**src/verilog/prb_pkg.sv**
```systemverilog
// Shared constants for the program ROM page banking ends
`default_nettype none
package prb_pkg;
  // ****************************************************************
  // Widths
  // ****************************************************************
  localparam int PC_W      = 12;
  localparam int LOW_W     = 11;
  localparam int PAGE_W    = 3;
  localparam int ROM_AW    = 14;
  localparam int DATA_W    = 8;
  localparam int DADDR_W   = 8;
  localparam int STACK_N   = 6;
  localparam int LEVEL_W   = 3;
  // ****************************************************************
  // Map and values
  // ****************************************************************
  localparam logic [DADDR_W-1:0] PAGE_SEL_ADDR = 8'hCA;
  localparam logic [PAGE_W-1:0]  STATIC_PAGE   = 3'h1;
  localparam logic [DATA_W-1:0]  FILL_BYTE     = 8'hFF;
  localparam logic [DATA_W-1:0]  UNUSED_MASK   = 8'h07;
  localparam int                 KB_PER_PAGE   = 2;
  localparam int                 MEM_KB_DEF    = 16;
  localparam logic [PC_W-1:0]    IRQ_VEC_LO    = 12'hFF0;
  localparam logic [PC_W-1:0]    IRQ_VEC_HI    = 12'hFF7;
  localparam logic [PC_W-1:0]    NMI_VEC       = 12'hFFC;
  localparam logic [PC_W-1:0]    RESET_VEC     = 12'hFFE;
  localparam logic [LEVEL_W-1:0] LEVEL_ZERO    = 3'h0;
  localparam logic [LEVEL_W-1:0] LEVEL_ONE     = 3'h1;
  localparam logic [LEVEL_W-1:0] LEVEL_FULL    = 3'h6;
  localparam logic [PC_W-1:0]    PC_ZERO       = 12'h000;
  localparam logic [ROM_AW-1:0]  ROM_ZERO      = 14'h0000;
  localparam logic [DATA_W-1:0]  BYTE_ZERO     = 8'h00;
endpackage : prb_pkg
`default_nettype wire

```
**src/verilog/prb_if.sv**
```systemverilog
// Link between the core fetch side and the page banking logic
`default_nettype none
interface prb_if;
  import prb_pkg::*;
  logic                fetchReq;
  logic [PC_W-1:0]     fetchPc;
  logic                fetchAck;
  logic [DATA_W-1:0]   fetchByte;
  logic                fetchBad;
  logic                dataWr;
  logic [DADDR_W-1:0]  dataAddr;
  logic [DATA_W-1:0]   dataWdata;
  logic                stackPush;
  logic                stackPop;
  logic [PC_W-1:0]     stackIn;
  logic [PC_W-1:0]     stackTop;
  logic [LEVEL_W-1:0]  stackLevel;

  modport banker (
    input  fetchReq, fetchPc, dataWr, dataAddr, dataWdata, stackPush, stackPop, stackIn,
    output fetchAck, fetchByte, fetchBad, stackTop, stackLevel
  );
  modport core (
    output fetchReq, fetchPc, dataWr, dataAddr, dataWdata, stackPush, stackPop, stackIn,
    input  fetchAck, fetchByte, fetchBad, stackTop, stackLevel
  );
endinterface : prb_if
`default_nettype wire

```
**src/verilog/prb_banker.sv**
```systemverilog
// Program space page banking, return stack and ROM address path
//
// Our own choice: strobed register access.
`default_nettype none
module prb_banker #(
  parameter int MEM_KBYTES = prb_pkg::MEM_KB_DEF
) (
  input  wire logic                         mclk,
  input  wire logic                         resetn,
  prb_if.banker                             bus,
  output logic [prb_pkg::ROM_AW-1:0]        romAddr,
  output logic                              romRead,
  input  wire logic [prb_pkg::DATA_W-1:0]   romData
);
  import prb_pkg::*;

  // ****************************************************************
  // Variant limits
  // ****************************************************************
  // Only 8, 12 and 16 are meaningful sizes; anything else up to 16 rounds down to whole pages
  // Fetches past the last page are answered, not dropped, so the core never stalls
  localparam logic [PAGE_W-1:0] LAST_PAGE = PAGE_W'(MEM_KBYTES / KB_PER_PAGE - 1);

  // ****************************************************************
  // Page select register
  // ****************************************************************
  logic [PAGE_W-1:0] page_number_bits;
  wire               pageSelHit;
  wire               pageSelWrite;

  assign pageSelHit   = (bus.dataAddr == PAGE_SEL_ADDR);
  assign pageSelWrite = bus.dataWr & pageSelHit;

  // no reset value
  // Left unreset on purpose: software must load it before any banked fetch
  always_ff @(posedge mclk) begin
    if (pageSelWrite) begin
      page_number_bits <= bus.dataWdata[PAGE_W-1:0];
    end
  end
  // no read path
  // The register has no read path; a core that needs the value keeps its image

  // ****************************************************************
  // Fetch address formation
  // ****************************************************************
  wire                counter_top_bit;
  wire [LOW_W-1:0]    pcLow;
  wire [PAGE_W-1:0]   fetchPage;
  wire [ROM_AW-1:0]   next_romAddr;
  wire                pageBeyondEnd;

  assign counter_top_bit = bus.fetchPc[PC_W-1];
  assign pcLow           = bus.fetchPc[LOW_W-1:0];

  assign fetchPage = counter_top_bit ? STATIC_PAGE : page_number_bits;

  assign next_romAddr = {fetchPage, pcLow};

  assign pageBeyondEnd = (fetchPage > LAST_PAGE);

  // vectors reachable
  // Vectors sit in the top of the static page, reached whatever the page value

  // ****************************************************************
  // ROM access pipeline
  // ****************************************************************
  logic romBusy;
  logic romBad;

  // page sampled at request
  // The page is taken with the request, so a write in the same cycle or
  // later only reaches the following fetch
  always_ff @(posedge mclk or negedge resetn) begin
    if (!resetn) begin
      romAddr <= ROM_ZERO;
    end else if (bus.fetchReq) begin
      romAddr <= next_romAddr;
    end
  end

  always_ff @(posedge mclk or negedge resetn) begin
    if (!resetn) begin
      romBusy <= 1'b0;
      romBad  <= 1'b0;
    end else begin
      romBusy <= bus.fetchReq;
      romBad  <= bus.fetchReq & pageBeyondEnd;
    end
  end

  assign romRead = romBusy;

  // ****************************************************************
  // Fetch answer
  // ****************************************************************
  wire [DATA_W-1:0] next_fetchByte;

  // fill outside memory
  // Pages past the variant end answer with the reserved fill byte
  assign next_fetchByte = romBad ? FILL_BYTE : romData;

  always_ff @(posedge mclk or negedge resetn) begin
    if (!resetn) begin
      bus.fetchByte <= BYTE_ZERO;
      bus.fetchAck  <= 1'b0;
      bus.fetchBad  <= 1'b0;
    end else begin
      bus.fetchAck <= romBusy;
      bus.fetchBad <= romBusy & romBad;
      if (romBusy) begin
        bus.fetchByte <= next_fetchByte;
      end
    end
  end

  // ****************************************************************
  // Return address stack
  // ****************************************************************
  logic [PC_W-1:0]    stackMem [STACK_N];
  logic [LEVEL_W-1:0] stackLevel;
  wire                doPush;
  wire                doPop;
  wire                stackFull;
  wire                stackEmpty;
  wire [LEVEL_W-1:0]  next_stackLevel;

  assign stackFull  = (stackLevel == LEVEL_FULL);
  assign stackEmpty = (stackLevel == LEVEL_ZERO);
  // Push and pop together cancel; a pop on empty is ignored
  assign doPush = bus.stackPush & ~bus.stackPop;
  assign doPop  = bus.stackPop & ~bus.stackPush & ~stackEmpty;

  // Overflow loses the oldest entry, as a shift stack does
  assign next_stackLevel = doPush ? (stackFull ? stackLevel : stackLevel + LEVEL_ONE)
                         : doPop  ? stackLevel - LEVEL_ONE
                         : stackLevel;

  always_ff @(posedge mclk or negedge resetn) begin
    if (!resetn) begin
      stackLevel <= LEVEL_ZERO;
    end else begin
      stackLevel <= next_stackLevel;
    end
  end

  // six entry shift stack
  // A shift stack costs more flops than a pointer but keeps the top in a fixed register
  genvar gi;
  generate
    for (gi = 0; gi < STACK_N; gi++) begin : g_stack
      wire [PC_W-1:0] pushVal;
      wire [PC_W-1:0] popVal;
      if (gi == 0) begin : g_first
        assign pushVal = bus.stackIn;
      end else begin : g_mid
        assign pushVal = stackMem[gi-1];
      end
      if (gi == STACK_N - 1) begin : g_last
        assign popVal = PC_ZERO;
      end else begin : g_low
        assign popVal = stackMem[gi+1];
      end
      always_ff @(posedge mclk or negedge resetn) begin
        if (!resetn) begin
          stackMem[gi] <= PC_ZERO;
        end else if (doPush) begin
          stackMem[gi] <= pushVal;
        end else if (doPop) begin
          stackMem[gi] <= popVal;
        end
      end
    end
  endgenerate

  assign bus.stackTop   = stackMem[0];
  assign bus.stackLevel = stackLevel;

endmodule : prb_banker
`default_nettype wire

```
**src/flat_wrapper.sv**
```systemverilog
// flat-port wrapper written by rule: the top's interface ports become plain ports
module prb_banker_flat import prb_pkg::*;
#(
  parameter int MEM_KBYTES = prb_pkg::MEM_KB_DEF
)
  (mclk, resetn, romAddr, romRead, romData, bus_fetchReq, bus_fetchPc, bus_dataWr, bus_dataAddr, bus_dataWdata, bus_stackPush, bus_stackPop, bus_stackIn, bus_fetchAck, bus_fetchByte, bus_fetchBad, bus_stackTop, bus_stackLevel);
  prb_if bus_i ();
  input  wire logic mclk;
  input  wire logic resetn;
  output logic [prb_pkg::ROM_AW-1:0] romAddr;
  output logic romRead;
  input  wire logic [prb_pkg::DATA_W-1:0] romData;
  input wire logic [$bits(bus_i.fetchReq)-1:0] bus_fetchReq;
  input wire logic [$bits(bus_i.fetchPc)-1:0] bus_fetchPc;
  input wire logic [$bits(bus_i.dataWr)-1:0] bus_dataWr;
  input wire logic [$bits(bus_i.dataAddr)-1:0] bus_dataAddr;
  input wire logic [$bits(bus_i.dataWdata)-1:0] bus_dataWdata;
  input wire logic [$bits(bus_i.stackPush)-1:0] bus_stackPush;
  input wire logic [$bits(bus_i.stackPop)-1:0] bus_stackPop;
  input wire logic [$bits(bus_i.stackIn)-1:0] bus_stackIn;
  output wire logic [$bits(bus_i.fetchAck)-1:0] bus_fetchAck;
  output wire logic [$bits(bus_i.fetchByte)-1:0] bus_fetchByte;
  output wire logic [$bits(bus_i.fetchBad)-1:0] bus_fetchBad;
  output wire logic [$bits(bus_i.stackTop)-1:0] bus_stackTop;
  output wire logic [$bits(bus_i.stackLevel)-1:0] bus_stackLevel;
  assign bus_i.fetchReq = bus_fetchReq;
  assign bus_i.fetchPc = bus_fetchPc;
  assign bus_i.dataWr = bus_dataWr;
  assign bus_i.dataAddr = bus_dataAddr;
  assign bus_i.dataWdata = bus_dataWdata;
  assign bus_i.stackPush = bus_stackPush;
  assign bus_i.stackPop = bus_stackPop;
  assign bus_i.stackIn = bus_stackIn;
  assign bus_fetchAck = bus_i.fetchAck;
  assign bus_fetchByte = bus_i.fetchByte;
  assign bus_fetchBad = bus_i.fetchBad;
  assign bus_stackTop = bus_i.stackTop;
  assign bus_stackLevel = bus_i.stackLevel;
  prb_banker #(.MEM_KBYTES(MEM_KBYTES)) u_core (.mclk(mclk), .resetn(resetn), .bus(bus_i), .romAddr(romAddr), .romRead(romRead), .romData(romData));
endmodule
```
**config.mk**
```make
export PLATFORM = sky130hd
export DESIGN_NAME = prb_banker_flat
export DESIGN_NICKNAME = d
export VERILOG_FILES = /design/src/verilog/prb_pkg.sv /design/src/verilog/prb_if.sv /design/src/verilog/prb_banker.sv /design/src/flat_wrapper.sv
export SDC_FILE = /design/constraint.sdc
export NUM_CORES = 1
export LEC_CHECK = 0
export BUFFER_PORTS_ARGS = -buffer_cell sky130_fd_sc_hd__buf_2
export CORE_MARGIN = 3
export CORE_UTILIZATION = 50
export CTS_CLUSTER_SIZE = 28
export DETAILED_ROUTE_END_ITERATION = 10
export HOLD_SLACK_MARGIN = 0.03
export PLACE_DENSITY = 0.75
export SLEW_MARGIN = 30
export SYNTH_ARGS = -nofsm -noshare
export SYNTH_HDL_FRONTEND = slang
export SYNTH_SLANG_ARGS = --single-unit
```
**constraint.sdc**
```tcl
create_clock -name mclk -period 4.3 [get_ports mclk]
set_clock_uncertainty 0.05 [all_clocks]
set_input_delay 0.43 -clock mclk [delete_from_list [all_inputs] [get_ports mclk]]
set_output_delay 0.43 -clock mclk [all_outputs]
set_load 0.03 [all_outputs]
```
==> impl_results.md <==
* Post-synth ARST share at 97.1%
* Max-cap viol count at 0
* Aggregate global-route resource usage at 18.3%
* IR drop worst, VDD at 199 uV
* Seq/Total Area, Yosys at 56.9%
* Final antenna-violating net count at 0
* Finished Layout Cells at 559
* R2R cell count at 5
* RR Endpoint: u_core.g_stack[2].popVal[7]
* Worst setup EP type: flop
* Top cell by count, worst path: buf_4
* Hold_ws at 0.00884 ns
* TritonCTS clock tree: yes
* Synth warn at 0
* Post-synth EDFFs at 3
* Reg2reg setup slack at 1.77 ns
* Final Cell Area at 0.00527 mm^2
* Pre-CTS setup slack at 1.80 ns
* Inserted Diodes at 0
* Largest net degree at the start of global routing at 73
* Logic pwr share at 28.0%
* FP Rows at 34
* Syn Inst Count at 373
* Chip Height at 102 um
* IO Pins at 94
* Synth Register Bits at 104
* Routed WL at 9140 um
* Post-CTS Hold Buffers at 0
* Worst-Margin Slew at 0.680 ns
* Fraction of layout cells with a size suffix above 1 at 39.0%
* RSZ-0062 raised after global routing: no
* Max Root-Sink Buffers at 2
* Part of the power in registers at 50.4%
* GRT met3 Usage at 2.66%
* Global-route wire length before repair at 15200 um
* Leak at 0.00257 uW
* Total grt overflow at 0
* Sw power at 956 uW
* Vias post-DR at 3216
* Number of port buffers at 88
* Global route hottest layer: met2
* Cell area after synthesis at 0.00460 mm^2
* Crit path time final at 2.53 ns
* Initial antenna violation count at 0
* Largest area contributor in the netlist: dfrtp_1
* Critical Path, Cell by Cell: or3_1 -> buf_4 -> a21oi_4 -> buf_4 -> mux2_2
* DRC at 0
* Clock Sinks at 104
* Full die area at 0.0104 mm^2
* Setup TNS at 0 ns
* M2 GR Usage at 31.2%
* Drt wl/cell at 16.3 um
* Met1 Use GR at 23.8%
* Max Fanout on Critical Path at 32
* Register area at 0.00262 mm^2
* Max transition margin at 54.0%
* Crit path launch: u_core.bus.stackLevel[2]
* Clock group share of total power at 21.6%
* Commonest non-fill, non-tap cells in the layout: 101 x dfrtp_1, 87 x buf_2, 63 x mux2_2, 25 x nand2_1
* Share of the synthesized area in the top cell type at 54.9%
* Delay-heaviest family, CP: buffers and inverters
* Synthesis-to-layout area growth at 14.5%
* Worst hold path class: in -> async
* Max Slew Vio Count at 0
* Largest cells by area after synthesis: dfrtp_1 55%, mux2_2 15%, a221o_1 4.8%, and3_1 3.0%, o211ai_1 2.3%
* WP depth at 5
* Vias in the first global route at 3170
* Die span in x at 102 um
* Critical Path Source Type: flop
* Main flop type after synthesis: dfrtp_1
* Yosys cell types at 38
* Status: complete, no violations
* Setup bufs post-CTS at 0
* Final-report setup violation count at 0
* Commonest non-fill, non-tap cell in the layout: dfrtp_1
* Final nets at 501
* Post_cts resized at 0
* Core ar. at 0.00885 mm^2
* CTS Buf Count at 9
* Crit path buf inv count at 2
* Multi-input gate area at 0.00181 mm^2
* WS Path Type: reg -> reg
* Placed inst area at 0.00507 mm^2
* Syn_area_per_cell at 12.3 um^2
* Worst R2R Start: u_core.bus.stackLevel[2]
* Placed insts at 543
* Internal at 1890 uW
* DP HPWL at 5940 um
* Fill cells at 701
* Via density at 5.75
* Initial core utilization at 52.0%
* Number of DRC markers in iteration 0 at 101
* Fmax achieved at 0.396 GHz
* Fin worst setup slack at 1.77 ns
* First-pass iteration count of the detailed router at 4
* CP max stage cell: or3_1
* Required @ worst endpoint at 4.50 ns
* H-tree depth at 3
* Worst-path clk slew at 0.10 ns
* Clk Latency, worst-skew pair at 0.37 ns
* Final period util at 58.8%
* Worst path arrival time at 2.73 ns
* Gp weighted congestion at 0.728
* Syn nets at 428
* Root buffer cell: clkbuf_8
* CP max stage delay at 0.65 ns
* Power per Cell Area at 540 mW/mm^2
* Fin. Hold Viols at 0
* Sw Share at 33.6%
-- area by class of cell --
class | instances | share of cell area, %
sequential | 104 | 49.7
multi-input combinational | 232 | 34.3
timing repair buffer | 95 | 9.48
tap | 108 | 2.56
clock buffer | 11 | 2.49
clock inverter | 5 | 1.23
inverter | 4 | 0.285
-- synthesized netlist by cell type, drive strengths merged (12+ instances only) --
| library cell | instances |
|---|---|
| o211ai | 14 |
| a221o | 22 |
| clkbuf | 12 |
| nand2 | 25 |
| and3 | 22 |
| dfrtp | 101 |
| nand3 | 13 |
| a21oi | 13 |
| a22o | 12 |
| buf | 21 |
| mux2 | 63 |
| nor2 | 20 |
-- logic make-up after synthesis --
family | share of synthesized area [%]
compound gates | 12.5
xor+xnor | 0.190
fa+ha+maj | 0.272
buf+inv | 4.13
flops | 56.9
mux | 15.6
other cells | 0.0815
simple gates | 10.3
-- worst max path at each step --
| stage | slack [ns] | to |
|---|---|---|
| detailed placement | 1.80 | u_core.g_stack[2].popVal[7] |
| global route | 1.66 | u_core.g_stack[2].popVal[7] |
| CTS | 1.80 | u_core.g_stack[2].popVal[7] |
| floorplan | 1.92 | u_core.bus.stackLevel[2] |
| finish | 1.77 | u_core.g_stack[2].popVal[7] |
| global placement | 1.81 | u_core.g_stack[2].popVal[8] |
-- stage by stage --
step | utilization [%] | power, uW
5_1_grt | 59.5 | 3020
6_report | 59.5 | 2850
4_1_cts | 59.5 | 2870
3_3_place_gp | 57.3 | 2200
2_1_floorplan | - | 2020
3_5_place_dp | 57.3 | 2250
-- power groups by stage --
stage          combinational [uW]  sequential [uW]  clock [uW]
4_1_cts                       806             1430         633
2_1_floorplan                 510             1510           0
5_1_grt                       874             1470         669
3_5_place_dp                  805             1450           0
3_3_place_gp                  771             1430           0
6_report                      798             1430         614
-- metal layers --
metal | wire length [um] | vias to the layer above
li1 | - | 1509
met1 | 4030 | 1619
met2 | 4630 | 78
met3 | 349 | 10
met4 | 123 | 0
met5 | 0 | -
-- registers in the layout (all words and copies together), names as in the netlist --
name / count
u_core.romAddr: 14
u_core.romBad: 1
u_core.bus.stackLevel: 3
u_core.page_number_bits: 3
u_core.bus.stackTop: 12
u_core.bus.fetchByte: 8
u_core.romRead: 1
u_core.g_stack.popVal: 60
u_core.bus.fetchBad: 1
u_core.bus.fetchAck: 1
-- worst register-to-register path, stage by stage (launching register included) --
cell,delay [ns]
dfrtp_1,0.47
or3_1,0.65
buf_4,0.32
a21oi_4,0.17
buf_4,0.35
mux2_2,0.41
(Power assumes the default switching activity.)
